===== config.mk =====
export PLATFORM = sky130hd
export DESIGN_NAME = rmsa_top
export DESIGN_NICKNAME = d
export VERILOG_FILES = /design/src/rmsa_pkg.sv /design/src/rmsa_region_reg.sv /design/src/rmsa_top.sv
export SDC_FILE = /design/constraint.sdc
export NUM_CORES = 1
export LEC_CHECK = 0
export BUFFER_PORTS_ARGS = -buffer_cell sky130_fd_sc_hd__buf_2
export CAP_MARGIN = 20
export CORE_ASPECT_RATIO = 1.1
export CORE_MARGIN = 1
export CORE_UTILIZATION = 39
export CTS_CLUSTER_SIZE = 16
export DETAILED_ROUTE_END_ITERATION = 16
export SKIP_CTS_REPAIR_TIMING = 1
export SLEW_MARGIN = 40
export SYNTH_ARGS = -nofsm -noshare
export SYNTH_HDL_FRONTEND = slang
export SYNTH_HIERARCHICAL = 1
export SYNTH_SLANG_ARGS = --single-unit

===== constraint.sdc =====
create_clock -name clk -period 1.6 [get_ports clk]
set_input_delay 0.32 -clock clk [delete_from_list [all_inputs] [get_ports clk]]
set_output_delay 0.32 -clock clk [all_outputs]
set_load 0.02 [all_outputs]

===== src/rmsa_pkg.sv =====
package rmsa_pkg;
    localparam int RMSA_DATA_W = 32;
    localparam int RMSA_SPRN_W = 10;
    localparam int RMSA_REGION_W = 5;
    // special-purpose register numbers
    localparam logic [9:0] RMSA_SPR_GUARD = 10'h3b9;
    localparam logic [9:0] RMSA_SPR_ENDIAN = 10'h3bb;
    localparam logic [9:0] RMSA_SPR_COMPRESS = 10'h3bc;
    // reset value not given; all regions normal, big-endian, uncompressed
    localparam logic [31:0] RMSA_ATTR_RESET = 32'h0000_0000;
    localparam int RMSA_REGION_LSB = 27;
    localparam int RMSA_REGION_MSB = 31;

    typedef struct packed {
        logic we;
        logic [9:0] sprn;
        logic [31:0] wdata;
    } rmsa_spr_req_t;

    typedef struct packed {
        logic valid;
        logic guarded;
        logic little_endian;
        logic compress;
    } rmsa_attr_t;

    typedef enum logic [0:0] {
        RMSA_READ = 1'b0,
        RMSA_WRITE = 1'b1
    } rmsa_spr_op_t;
endpackage : rmsa_pkg


===== src/rmsa_region_reg.sv =====
`timescale 1ns/1ps
module rmsa_region_reg (
    input wire logic clk, // core clock
    input wire logic sys_rst, // async reset, active high
    input wire logic wr_en, // write strobe for this register
    input wire logic [31:0] wdata, // write data
    input wire logic [4:0] region, // selected region index
    output logic [31:0] value_r, // stored register
    output logic bit_sel // bit for the selected region
);
    import rmsa_pkg::*;

    always_ff @(posedge clk or posedge sys_rst)
    begin
        if (sys_rst)
            value_r <= RMSA_ATTR_RESET;
        else if (wr_en)
            value_r <= wdata;
    end

    // bits are numbered from the msb, so region 0 (lowest 128 MB) sits in the top bit
    assign bit_sel = value_r[~region];
endmodule : rmsa_region_reg


===== src/rmsa_top.sv =====
// Behaviour
// guard bit one marks region accesses guarded
// endian bit one selects little-endian order
// compress bit one activates storage compression
// bit n covers region at n*128MB
// top five address bits pick bit; real mode
`timescale 1ns/1ps
module rmsa_top (
    input wire logic clk, // core clock, 40 MHz
    input wire logic sys_rst, // async reset, active high
    input wire logic spr_valid, // spr access strobe
    input wire rmsa_pkg::rmsa_spr_req_t spr_req, // spr number, write flag, data
    output logic spr_ack_r, // access hit one of our registers
    output logic [31:0] spr_rdata_r, // read data, zero on miss
    input wire logic acc_valid, // core presents an address
    input wire logic xlate_en, // address translation enabled
    input wire logic [31:0] acc_addr, // effective address
    output rmsa_pkg::rmsa_attr_t attr_r // attributes for that access
);
    import rmsa_pkg::*;

    logic [4:0] region;
    logic hit_g;
    logic hit_e;
    logic hit_c;
    logic hit_any;
    logic wr;
    logic [31:0] guard_v;
    logic [31:0] endian_v;
    logic [31:0] compress_v;
    logic g_bit;
    logic e_bit;
    logic c_bit;
    logic [31:0] rdata_nxt;
    rmsa_attr_t attr_nxt;

    assign region = acc_addr[RMSA_REGION_MSB:RMSA_REGION_LSB];
    assign hit_g = spr_req.sprn == RMSA_SPR_GUARD;
    assign hit_e = spr_req.sprn == RMSA_SPR_ENDIAN;
    assign hit_c = spr_req.sprn == RMSA_SPR_COMPRESS;
    assign hit_any = hit_g || hit_e || hit_c;
    assign wr = spr_valid && (spr_req.we == RMSA_WRITE);

    rmsa_region_reg u_guard (
        .clk(clk),
        .sys_rst(sys_rst),
        .wr_en(wr && hit_g),
        .wdata(spr_req.wdata),
        .region(region),
        .value_r(guard_v),
        .bit_sel(g_bit)
    );

    rmsa_region_reg u_endian (
        .clk(clk),
        .sys_rst(sys_rst),
        .wr_en(wr && hit_e),
        .wdata(spr_req.wdata),
        .region(region),
        .value_r(endian_v),
        .bit_sel(e_bit)
    );

    rmsa_region_reg u_compress (
        .clk(clk),
        .sys_rst(sys_rst),
        .wr_en(wr && hit_c),
        .wdata(spr_req.wdata),
        .region(region),
        .value_r(compress_v),
        .bit_sel(c_bit)
    );

    always_comb
    begin
        rdata_nxt = 32'h0000_0000;
        if (hit_g)
            rdata_nxt = guard_v;
        else if (hit_e)
            rdata_nxt = endian_v;
        else if (hit_c)
            rdata_nxt = compress_v;
    end

    // only mapped numbers answer, so a stray access never looks like success
    always_ff @(posedge clk or posedge sys_rst)
    begin
        if (sys_rst)
            spr_ack_r <= 1'b0;
        else
            spr_ack_r <= spr_valid && hit_any;
    end

    // writes and idle cycles return zero, so the core never latches stale data
    always_ff @(posedge clk or posedge sys_rst)
    begin
        if (sys_rst)
            spr_rdata_r <= 32'h0000_0000;
        else if (spr_valid && spr_req.we == RMSA_READ)
            spr_rdata_r <= rdata_nxt;
        else
            spr_rdata_r <= 32'h0000_0000;
    end

    // with translation on, the mmu supplies attributes; report none here
    always_comb
    begin
        attr_nxt.valid = acc_valid && !xlate_en;
        attr_nxt.guarded = attr_nxt.valid && g_bit;
        attr_nxt.little_endian = attr_nxt.valid && e_bit;
        attr_nxt.compress = attr_nxt.valid && c_bit;
    end

    always_ff @(posedge clk or posedge sys_rst)
    begin
        if (sys_rst)
            attr_r <= '0;
        else
            attr_r <= attr_nxt;
    end

    // a lookup reports the bit as it stood when the address was taken; region r is bit 31 - r
    chk_guard_follows: assert property (@(posedge clk) disable iff (sys_rst)
        acc_valid && !xlate_en
        |=> attr_r.guarded == $past(guard_v[31 - acc_addr[31:27]]))
        else $error("guarded attribute wrong");

    chk_endian_follows: assert property (@(posedge clk) disable iff (sys_rst)
        acc_valid && !xlate_en
        |=> attr_r.little_endian == $past(endian_v[31 - acc_addr[31:27]]))
        else $error("endian attribute wrong");

    chk_compress_follows: assert property (@(posedge clk) disable iff (sys_rst)
        acc_valid && !xlate_en
        |=> attr_r.compress == $past(compress_v[31 - acc_addr[31:27]]))
        else $error("compress attribute wrong");

    chk_top_region: assert property (@(posedge clk) disable iff (sys_rst)
        acc_valid && !xlate_en && acc_addr[31:27] == 5'h1f
        |=> attr_r.guarded == $past(guard_v[0]))
        else $error("top region maps wrong bit");

    chk_low_region: assert property (@(posedge clk) disable iff (sys_rst)
        acc_valid && !xlate_en && acc_addr[31:27] == 5'h00
        |=> attr_r.little_endian == $past(endian_v[31]))
        else $error("low region maps wrong bit");

    chk_mid_region: assert property (@(posedge clk) disable iff (sys_rst)
        acc_valid && !xlate_en && acc_addr[31:27] == 5'h10
        |=> attr_r.compress == $past(compress_v[15]))
        else $error("middle region maps wrong bit");

    chk_real_valid: assert property (@(posedge clk) disable iff (sys_rst)
        acc_valid && !xlate_en
        |=> attr_r.valid)
        else $error("real mode lookup not reported");

    chk_xlate_quiet: assert property (@(posedge clk) disable iff (sys_rst)
        xlate_en
        |=> attr_r == '0)
        else $error("attributes given under translation");

    chk_idle_quiet: assert property (@(posedge clk) disable iff (sys_rst)
        !acc_valid
        |=> attr_r == '0)
        else $error("attributes given without an address");

    chk_write_lands: assert property (@(posedge clk) disable iff (sys_rst)
        spr_valid && spr_req.we && hit_g
        |=> guard_v == $past(spr_req.wdata))
        else $error("guard write lost");

    chk_endian_write: assert property (@(posedge clk) disable iff (sys_rst)
        spr_valid && spr_req.we && hit_e
        |=> endian_v == $past(spr_req.wdata))
        else $error("endian write lost");

    chk_compress_write: assert property (@(posedge clk) disable iff (sys_rst)
        spr_valid && spr_req.we && hit_c
        |=> compress_v == $past(spr_req.wdata))
        else $error("compress write lost");

    chk_miss_no_write: assert property (@(posedge clk) disable iff (sys_rst)
        spr_valid && spr_req.we && !hit_any
        |=> $stable(guard_v) && $stable(endian_v) && $stable(compress_v))
        else $error("unmapped write changed a register");

    chk_hold_no_write: assert property (@(posedge clk) disable iff (sys_rst)
        !(spr_valid && spr_req.we)
        |=> $stable(guard_v) && $stable(endian_v) && $stable(compress_v))
        else $error("register changed without a write");

    chk_guard_readback: assert property (@(posedge clk) disable iff (sys_rst)
        spr_valid && !spr_req.we && hit_g
        |=> spr_rdata_r == $past(guard_v))
        else $error("guard readback wrong");

    chk_endian_readback: assert property (@(posedge clk) disable iff (sys_rst)
        spr_valid && !spr_req.we && hit_e
        |=> spr_rdata_r == $past(endian_v))
        else $error("endian readback wrong");

    chk_readback: assert property (@(posedge clk) disable iff (sys_rst)
        spr_valid && !spr_req.we && hit_c
        |=> spr_rdata_r == $past(compress_v))
        else $error("compress readback wrong");

    chk_miss_read_zero: assert property (@(posedge clk) disable iff (sys_rst)
        spr_valid && !hit_any
        |=> !spr_ack_r && spr_rdata_r == 32'h0000_0000)
        else $error("unmapped access answered");

    chk_write_rdata_zero: assert property (@(posedge clk) disable iff (sys_rst)
        spr_valid && spr_req.we
        |=> spr_rdata_r == 32'h0000_0000)
        else $error("write returned read data");

    chk_ack_mapped: assert property (@(posedge clk) disable iff (sys_rst)
        spr_valid && hit_any
        |=> spr_ack_r)
        else $error("mapped access not acknowledged");

    chk_quiet_bus: assert property (@(posedge clk) disable iff (sys_rst)
        !spr_valid
        |=> !spr_ack_r && spr_rdata_r == 32'h0000_0000)
        else $error("answer without an access");

    cov_guarded: cover property (@(posedge clk) attr_r.valid && attr_r.guarded);
    cov_little: cover property (@(posedge clk) attr_r.valid && attr_r.little_endian);
    cov_compress: cover property (@(posedge clk) attr_r.valid && attr_r.compress);
    cov_write_read: cover property (@(posedge clk) spr_valid && spr_req.we ##1 spr_valid && !spr_req.we);
    cov_miss: cover property (@(posedge clk) spr_valid && !hit_any);
endmodule : rmsa_top


==> results of run 1 <==
## power groups by stage
stage	Sequential [mW]	Clock (mW)	Combinational, mW
4_1_cts	3.41	4.36	0.551
5_1_grt	3.41	4.53	0.593
3_3_place_gp	3.47	0	0.540
6_report	3.41	4.30	0.548
2_1_floorplan	3.47	0	0.312
3_5_place_dp	3.47	0	0.550
## cells in the mapped netlist (3+ instances only)
cell	number	share of area, %
sky130_fd_sc_hd__mux2_2	122	21
sky130_fd_sc_hd__dfrtp_1	133	51
sky130_fd_sc_hd__nand3_1	7	0.54
sky130_fd_sc_hd__a21oi_1	9	0.70
sky130_fd_sc_hd__nand2b_1	3	0.29
sky130_fd_sc_hd__nor2_2	9	0.87
sky130_fd_sc_hd__nand2_1	19	1.1
sky130_fd_sc_hd__nor2_1	27	1.6
sky130_fd_sc_hd__clkbuf_1	5	0.29
sky130_fd_sc_hd__a22oi_2	9	1.7
sky130_fd_sc_hd__buf_2	13	1.0
sky130_fd_sc_hd__a22oi_1	35	4.1
sky130_fd_sc_hd__inv_1	4	0.23
sky130_fd_sc_hd__buf_6	8	1.4
sky130_fd_sc_hd__and2b_1	3	0.35
sky130_fd_sc_hd__nor2b_1	5	0.48
sky130_fd_sc_hd__a211oi_1	3	0.35
sky130_fd_sc_hd__a311o_1	3	0.46
sky130_fd_sc_hd__nand4b_1	3	0.41
sky130_fd_sc_hd__mux2_1	6	1.0
sky130_fd_sc_hd__mux2i_1	48	7.4
sky130_fd_sc_hd__buf_12	3	0.93
sky130_fd_sc_hd__and2_1	6	0.58
## state kept, by name (all words and copies together), names as in the netlist
name,count
spr_rdata_r,32
u_compress/value_r,32
u_endian/value_r,32
u_guard/value_r,32
attr_r,4
spr_ack_r,1
## through the flow
step | total power [mW] | worst slack [ns] | hold WS (ns) | area (um2) | setup TNS, ns
2_1_floorplan | 3.78 | -0.0952 | 0.407 | 6900 | -4.13
3_3_place_gp | 4.01 | -0.308 | 0.417 | 7690 | -16.68
3_5_place_dp | 4.02 | -0.326 | 0.424 | 7690 | -17.87
4_1_cts | 8.32 | 0.0493 | -0.0267 | 8340 | 0
5_1_grt | 8.53 | 0.0151 | 0.105 | 8350 | 0
6_report | 8.26 | 0.0563 | 0.130 | 8350 | 0
## cells by family after synthesis
group	count (synthesis)	synth area share, %
muxes	176	29.7
DFF	133	51.4
buffers and inverters	36	4.38
AOI/OAI and AO/OA	60	7.45
and+or+nand+nor	88	7.13
## area by class of cell
| cell class | instances | area, um2 | area share [%] |
|---|---|---|---|
| clock buffers | 20 | 447 | 5.35 |
| clock inverters | 12 | 203 | 2.43 |
| inverters | 4 | 15.0 | 0.180 |
| multi-input cells | 324 | 3190 | 38.2 |
| flip-flops and latches | 133 | 3330 | 39.9 |
| well taps | 204 | 255 | 3.06 |
| repair buffers | 134 | 911 | 10.9 |
## layer usage
metal | wire length (um) | vias to the layer above
met5 | 0 | -
met4 | 287 | 0
met3 | 665 | 24
met2 | 8640 | 129
met1 | 7860 | 2304
li1 | - | 2036
## worst min-delay path by stage
stage / start / to / slack [ns] / cells past startpoint
5_1_grt: xlate_en / attr_r[3] / 0.11 / 2
3_3_place_gp: sys_rst / spr_rdata_r[25] / 0.42 / 3
2_1_floorplan: xlate_en / attr_r[3] / 0.41 / 1
3_5_place_dp: sys_rst / spr_rdata_r[25] / 0.42 / 3
4_1_cts: sys_rst / spr_rdata_r[25] / -0.03 / 3
6_report: xlate_en / attr_r[3] / 0.13 / 2
## worst reg2reg max path, delay by kind of cell, from the launching register on
family | cells | cell delay [ns]
flip-flops | 1 | 0.40
multiplexers | 1 | 0.27
buffers and inverters | 1 | 0.17
AO/OA/AOI/OAI | 2 | 0.31
AND/OR/NAND/NOR | 3 | 0.30
==> run_summary.xml, run 1 <==
<?xml version="1.0" encoding="UTF-8"?>
<metrics>
  <group name="worst_setup_path">
    <metric name="critical_path.reg2reg.startpoint" unit="">u_compress/value_r[5]</metric>
    <metric name="timing.critical_path.cells" unit="">mux2i_1 &gt; buf_4 &gt; a21oi_1 &gt; nand3_1 &gt; nand2_1 &gt; a311o_1 &gt; and2_1</metric>
    <metric name="worst_r2r_endpoint" unit="">attr_r[0]</metric>
    <metric name="critical_path.endpoint" unit="">attr_r[0]</metric>
    <metric name="timing.critical_path.required" unit="ns">1.92</metric>
    <metric name="launch_point_of_the_critical_path" unit="">u_compress/value_r[5]</metric>
    <metric name="number_of_logic_stages_on_the_critical_path_including_buffering" unit="">7</metric>
    <metric name="worst_setup_path_start_kind" unit="">register</metric>
    <metric name="setup.reg_to_reg.worst_slack" unit="ns">0.06</metric>
    <metric name="cpLargestDelayFamily" unit="">flip-flops</metric>
    <metric name="crit_path_max_fanout" unit="">3</metric>
    <metric name="worst_setup_path_end_kind" unit="">register</metric>
    <metric name="critical_path_buf_inv_count" unit="">1</metric>
    <metric name="path_class" unit="">register to register</metric>
    <metric name="arrival" unit="ns">1.86</metric>
    <metric name="rr_worst_depth" unit="">7</metric>
    <metric name="critPathSlowestCell" unit="">sky130_fd_sc_hd__dfrtp_1</metric>
    <metric name="max_stage_delay" unit="ns">0.40</metric>
  </group>
  <group name="min_path">
    <metric name="worst_hold_path_type" unit="">input pin to register</metric>
  </group>
  <group name="grt">
    <metric name="grt.met1_usage" unit="%">28.3</metric>
    <metric name="grt_util_met3" unit="%">4.74</metric>
    <metric name="global_route_wire_length_before_repair" unit="um">27700</metric>
    <metric name="maximum_number_of_pins_on_one_net_before_global_route_repair" unit="">34</metric>
    <metric name="grt_most_used_layer" unit="">met2</metric>
    <metric name="antenna_found_initial" unit="">0</metric>
    <metric name="grt_use_total" unit="%">21.7</metric>
    <metric name="via_count_of_the_first_global_routing_pass" unit="">4654</metric>
    <metric name="grtUsageMet2" unit="%">35.7</metric>
    <metric name="grt-ovfl-total" unit="">0</metric>
  </group>
  <group name="clock_network">
    <metric name="htree_levels" unit="">4</metric>
    <metric name="max-clock-path-buffers" unit="">2</metric>
    <metric name="clkLatencyLatePin" unit="ns">0.43</metric>
    <metric name="cts_buffers" unit="">17</metric>
    <metric name="tritoncts_num_sinks" unit="">133</metric>
    <metric name="cts_tree" unit="">yes</metric>
    <metric name="root_buffer" unit="">sky130_fd_sc_hd__clkbuf_16</metric>
    <metric name="cts.clk_slew.worst_paths" unit="ns">0.06</metric>
  </group>
  <group name="logic_synthesis">
    <metric name="share_of_flip_flops_with_an_asynchronous_set_or_reset" unit="%">100</metric>
    <metric name="avgSynthCellArea" unit="um2">13.1</metric>
    <metric name="sequential_cell_area_fraction_in_the_yosys_report" unit="%">51.4</metric>
    <metric name="postSynthCellCount" unit="">493</metric>
    <metric name="syn-num-nets" unit="">573</metric>
    <metric name="ys_ff_latch" unit="">133</metric>
    <metric name="synth-main-ff-cell" unit="">sky130_fd_sc_hd__dfrtp_1</metric>
    <metric name="post_synth_instance_area" unit="um2">6480</metric>
    <metric name="synth_cell_type_count" unit="">31</metric>
    <metric name="synth-warning-count" unit="">6</metric>
    <metric name="synth_edf_count" unit="">0</metric>
  </group>
  <group name="floorplanning">
    <metric name="boundaryPins" unit="">117</metric>
    <metric name="initial_utilization" unit="%">39.7</metric>
    <metric name="standard_cell_row_count" unit="">49</metric>
    <metric name="floorplan.die.height" unit="um">137</metric>
    <metric name="core" unit="um2">16300</metric>
    <metric name="die_w" unit="um">125</metric>
    <metric name="die_area" unit="um2">17100</metric>
  </group>
  <group name="placement">
    <metric name="port_buffers" unit="">89</metric>
    <metric name="dp_hpwl" unit="um">12300</metric>
    <metric name="placed_cells" unit="">798</metric>
    <metric name="gpl.final_weighted_congestion" unit="">0.890</metric>
  </group>
  <group name="final_layout">
    <metric name="finish.cell_count_without_fillers" unit="">831</metric>
    <metric name="nFillCells" unit="">1431</metric>
    <metric name="layout-drive-gt1-share" unit="%">50.1</metric>
    <metric name="finalCoreUtilization" unit="%">51.2</metric>
    <metric name="final_common_cell" unit="">sky130_fd_sc_hd__dfrtp_1</metric>
    <metric name="area.growth.synth_to_final" unit="%">28.9</metric>
    <metric name="insertedDiodeCount" unit="">0</metric>
    <metric name="layout_common_cells" unit="">sky130_fd_sc_hd__dfrtp_1 (133), sky130_fd_sc_hd__buf_2 (89), sky130_fd_sc_hd__mux2_4 (82)</metric>
    <metric name="num-nets-final" unit="">694</metric>
  </group>
  <group name="pwr">
    <metric name="power.share.clock" unit="%">52.1</metric>
    <metric name="netSwitchingPower" unit="mW">1.83</metric>
    <metric name="p_leak" unit="nW">4.11</metric>
    <metric name="power.share.combinational" unit="%">6.6</metric>
    <metric name="p_per_area" unit="nW/um2">989</metric>
    <metric name="swShare" unit="%">22.2</metric>
    <metric name="internal-power" unit="mW">6.43</metric>
    <metric name="vdd.ir_drop.worst" unit="mV">0.542</metric>
    <metric name="seqPwrFrac" unit="%">41.3</metric>
  </group>
  <group name="routing">
    <metric name="antenna_left" unit="">0</metric>
    <metric name="drc_errors" unit="">8</metric>
    <metric name="route.vias.total" unit="">4493</metric>
    <metric name="detail_route.first_pass.iterations" unit="">11</metric>
    <metric name="routedWlPerCell" unit="um">21.0</metric>
    <metric name="drt_wl_total" unit="um">17500</metric>
    <metric name="drt_iter0_markers" unit="">231</metric>
    <metric name="drt-vias-per-instance" unit="">5.41</metric>
  </group>
  <group name="timing">
    <metric name="setup_viol" unit="">0</metric>
    <metric name="tightest_slew" unit="ns">0.499</metric>
    <metric name="unrepaired_setup_endpoints_after_global_routing" unit="">false</metric>
    <metric name="maxClockFrequency" unit="MHz">648</metric>
    <metric name="max-slew-margin-rel" unit="%">66.7</metric>
    <metric name="finalCriticalPeriod" unit="ns">1.54</metric>
    <metric name="clock_skew" unit="ns">0.00909</metric>
    <metric name="timing_max_transition_violations_final" unit="">0</metric>
    <metric name="final_min_period_over_clock_period" unit="%">96.5</metric>
    <metric name="hold_viol_final" unit="">0</metric>
  </group>
  <group name="flow_run">
    <metric name="max_cap_viol_count" unit="">0</metric>
  </group>
  <group name="status">
    <metric name="outcome" unit="">finished with violations</metric>
    <metric name="violations_in_the_final_reports" unit="">design-rule violations</metric>
  </group>
</metrics>
Power figures use the tool's default switching activity.
==> run 2: changes to the inputs <==
--- a/config.mk
+++ b/config.mk
@@ -16,5 +16,4 @@
 export SLEW_MARGIN = 40
 export SYNTH_ARGS = -nofsm -noshare
 export SYNTH_HDL_FRONTEND = slang
-export SYNTH_HIERARCHICAL = 1
 export SYNTH_SLANG_ARGS = --single-unit
==> run_summary.xml, run 2 <==
<?xml version="1.0" encoding="UTF-8"?>
<metrics>
  <group name="status">
    <metric name="outcome" unit="">finished with violations</metric>
    <metric name="violations_in_the_final_reports" unit="">negative setup slack</metric>
  </group>
  <group name="grt">
    <metric name="grt-ovfl-total" unit="">0</metric>
    <metric name="grt_use_total" unit="%">21.2</metric>
    <metric name="via_count_of_the_first_global_routing_pass" unit="">4419</metric>
    <metric name="maximum_number_of_pins_on_one_net_before_global_route_repair" unit="">73</metric>
    <metric name="global_route_wire_length_before_repair" unit="um">25200</metric>
    <metric name="antenna_found_initial" unit="">0</metric>
  </group>
  <group name="timing">
    <metric name="unrepaired_setup_endpoints_after_global_routing" unit="">true</metric>
    <metric name="final_min_period_over_clock_period" unit="%">106</metric>
    <metric name="max-slew-margin-rel" unit="%">71.5</metric>
    <metric name="maxClockFrequency" unit="MHz">591</metric>
    <metric name="pnr_worst_setup_slack" unit="ns">-0.0931</metric>
    <metric name="timing.setup.tns" unit="ns">-0.0931</metric>
    <metric name="clock_skew" unit="ns">0.00799</metric>
    <metric name="finalCriticalPeriod" unit="ns">1.69</metric>
    <metric name="timing_max_transition_violations_final" unit="">0</metric>
    <metric name="hold_viol_final" unit="">0</metric>
    <metric name="setup_viol" unit="">1</metric>
    <metric name="tightest_slew" unit="ns">0.427</metric>
  </group>
  <group name="clock_network">
    <metric name="clkLatencyLatePin" unit="ns">0.42</metric>
    <metric name="max-clock-path-buffers" unit="">2</metric>
    <metric name="root_buffer" unit="">sky130_fd_sc_hd__clkbuf_16</metric>
    <metric name="cts.clk_slew.worst_paths" unit="ns">0.06</metric>
    <metric name="cts_buffers" unit="">17</metric>
    <metric name="htree_levels" unit="">4</metric>
    <metric name="tritoncts_num_sinks" unit="">133</metric>
    <metric name="cts_tree" unit="">yes</metric>
  </group>
  <group name="logic_synthesis">
    <metric name="post-synth-top-count-cell" unit="">sky130_fd_sc_hd__dfrtp_1</metric>
    <metric name="netlist.top_cell.by_area" unit="">sky130_fd_sc_hd__dfrtp_1</metric>
    <metric name="yosys.area.top_type_share" unit="%">55.6</metric>
    <metric name="share_of_flip_flops_with_an_asynchronous_set_or_reset" unit="%">100</metric>
    <metric name="syn-num-nets" unit="">470</metric>
    <metric name="avgSynthCellArea" unit="um2">15.4</metric>
    <metric name="synth_cell_type_count" unit="">30</metric>
    <metric name="synth-main-ff-cell" unit="">sky130_fd_sc_hd__dfrtp_1</metric>
    <metric name="post_synth_most_frequent_cells" unit="">sky130_fd_sc_hd__dfrtp_1 (133), sky130_fd_sc_hd__mux2_2 (69), sky130_fd_sc_hd__mux2_1 (34), sky130_fd_sc_hd__nor2_1 (34), sky130_fd_sc_hd__a222oi_1 (32)</metric>
    <metric name="synth-warning-count" unit="">0</metric>
    <metric name="post_synth_instance_area" unit="um2">5990</metric>
    <metric name="synth_edf_count" unit="">0</metric>
    <metric name="synth_area_leaders" unit="">sky130_fd_sc_hd__dfrtp_1 (56%), sky130_fd_sc_hd__mux2_2 (13%), sky130_fd_sc_hd__mux2_1 (6.4%)</metric>
    <metric name="ys_ff_latch" unit="">133</metric>
    <metric name="sequential_cell_area_fraction_in_the_yosys_report" unit="%">55.6</metric>
    <metric name="postSynthCellCount" unit="">390</metric>
  </group>
  <group name="routing">
    <metric name="routedWlPerCell" unit="um">21.4</metric>
    <metric name="drt_wl_total" unit="um">15700</metric>
    <metric name="drc_errors" unit="">0</metric>
    <metric name="antenna_left" unit="">0</metric>
    <metric name="route.vias.total" unit="">4141</metric>
    <metric name="drt-vias-per-instance" unit="">5.64</metric>
    <metric name="drt_iter0_markers" unit="">353</metric>
    <metric name="detail_route.first_pass.iterations" unit="">5</metric>
  </group>
  <group name="placement">
    <metric name="gpl.final_weighted_congestion" unit="">0.788</metric>
    <metric name="port_buffers" unit="">89</metric>
    <metric name="placed_cells" unit="">697</metric>
    <metric name="dp_hpwl" unit="um">10500</metric>
  </group>
  <group name="pwr">
    <metric name="vdd.ir_drop.worst" unit="mV">0.641</metric>
    <metric name="p_per_area" unit="nW/um2">1010</metric>
    <metric name="p_leak" unit="nW">3.87</metric>
  </group>
  <group name="worst_setup_path">
    <metric name="critical-path-top-cell-by-count" unit="">sky130_fd_sc_hd__mux4_2</metric>
    <metric name="cpLargestDelayFamily" unit="">multiplexers</metric>
    <metric name="worst_setup_path_start_kind" unit="">register</metric>
    <metric name="timing.critical_path.cells" unit="">mux4_2 &gt; mux4_2 &gt; o22ai_2 &gt; nor2_1</metric>
    <metric name="max_stage_delay" unit="ns">0.50</metric>
    <metric name="launch_point_of_the_critical_path" unit="">u_compress.value_r[28]</metric>
    <metric name="critical_path.reg2reg.startpoint" unit="">u_compress.value_r[28]</metric>
    <metric name="path_class" unit="">register to register</metric>
    <metric name="critPathSlowestCell" unit="">sky130_fd_sc_hd__mux4_2</metric>
    <metric name="crit_path_max_fanout" unit="">3</metric>
    <metric name="timing.critical_path.required" unit="ns">1.91</metric>
    <metric name="number_of_logic_stages_on_the_critical_path_including_buffering" unit="">4</metric>
    <metric name="critical_path_buf_inv_count" unit="">0</metric>
    <metric name="worst_setup_path_end_kind" unit="">register</metric>
    <metric name="rr_worst_depth" unit="">4</metric>
    <metric name="arrival" unit="ns">2.01</metric>
  </group>
  <group name="floorplanning">
    <metric name="die_area" unit="um2">15900</metric>
    <metric name="floorplan.die.height" unit="um">132</metric>
    <metric name="boundaryPins" unit="">117</metric>
    <metric name="core" unit="um2">15100</metric>
    <metric name="die_w" unit="um">120</metric>
    <metric name="standard_cell_row_count" unit="">47</metric>
    <metric name="initial_utilization" unit="%">39.8</metric>
  </group>
  <group name="final_layout">
    <metric name="insertedDiodeCount" unit="">0</metric>
    <metric name="finalCoreUtilization" unit="%">53.3</metric>
    <metric name="area.growth.synth_to_final" unit="%">34.0</metric>
    <metric name="layout_common_cells" unit="">sky130_fd_sc_hd__dfrtp_1 (133), sky130_fd_sc_hd__buf_2 (89), sky130_fd_sc_hd__mux2_4 (62)</metric>
    <metric name="num-nets-final" unit="">605</metric>
    <metric name="layout-drive-gt1-share" unit="%">58.2</metric>
    <metric name="final_common_cell" unit="">sky130_fd_sc_hd__dfrtp_1</metric>
    <metric name="finish.cell_count_without_fillers" unit="">734</metric>
  </group>
  <group name="flow_run">
    <metric name="max_cap_viol_count" unit="">0</metric>
  </group>
  <group name="min_path">
    <metric name="worst_hold_path_type" unit="">input pin to async pin</metric>
  </group>
</metrics>
-- run 2: cell types whose count changed in the layout (fill, tap and decap cells not counted), sizes merged, moves of 6 or more --
cell | before | now
mux2i | 48 | 0
a222oi | 0 | 32
mux4 | 0 | 25
and2 | 6 | 0
nand3 | 7 | 0
a22oi | 44 | 0
mux2 | 128 | 103
a21oi | 9 | 1
buf | 133 | 145
nand2 | 19 | 3
-- run 2: final cells by class --
class	count	area, um2
fill	1274	7030
sequential	133	3330
multi-input combinational	226	2750
timing repair buffer	145	1040
clock buffer	20	447
tap	196	245
clock inverter	12	203
inverter	2	11.3
-- run 2: worst paths after layout --
kind / endpoint / slack, ns
setup reg to reg: attr_r[0] / -0.09
max in group asynchronous: u_compress.value_r[13] / 1.24
hold reg to reg: u_endian.value_r[28] / 0.54
setup / recovery: attr_r[0] / -0.09
min in group clk: u_guard.value_r[12] / 0.16
hold / removal: u_endian.value_r[30] / 0.008
-- run 2: worst min-delay path, stage by stage --
cell and delay [ns]:
sky130_fd_sc_hd__buf_2 0.11, sky130_fd_sc_hd__clkinvlp_4 0.10, sky130_fd_sc_hd__buf_12 0.29
-- run 2: power breakdown --
| part | total [mW] | internal [mW] | switching, mW |
|---|---|---|---|
| sequential | 3.41 | 3.39 | 0.0204 |
| combinational | 0.422 | 0.189 | 0.233 |
| clock | 4.27 | 2.80 | 1.46 |
| total | 8.10 | 6.38 | 1.72 |
-- run 2: logic make-up (layout without fill, tap and decap cells) --
| kind of cell | after synthesis | in the layout | share of synthesized area [%] |
|---|---|---|---|
| flip-flops | 133 | 133 | 55.6 |
| multiplexers | 128 | 128 | 29.4 |
| AND/OR/NAND/NOR | 57 | 57 | 5.50 |
| AO/OA/AOI/OAI | 41 | 41 | 6.35 |
| buffers and inverters | 31 | 179 | 3.18 |
-- run 2: metal layers --
layer,track usage [%],share of wire [%]
met1,27.9,43
met2,34.3,50
met3,4.41,5.3
met4,8.19,1.8
met5,0,0
-- run 2: metrics by stage --
step	worst slack [ns]	hold WS (ns)	total power, mW	instance area [um2]
final	-0.0931	0.00807	8.10	8020
after global routing	-0.129	0.0391	8.37	8020
after CTS	-0.111	0.0164	8.17	7980
after detailed placement	-0.340	0.466	3.89	7330
after global placement	-0.315	0.477	3.88	7330
after floorplan	-0.371	0.430	3.67	6290
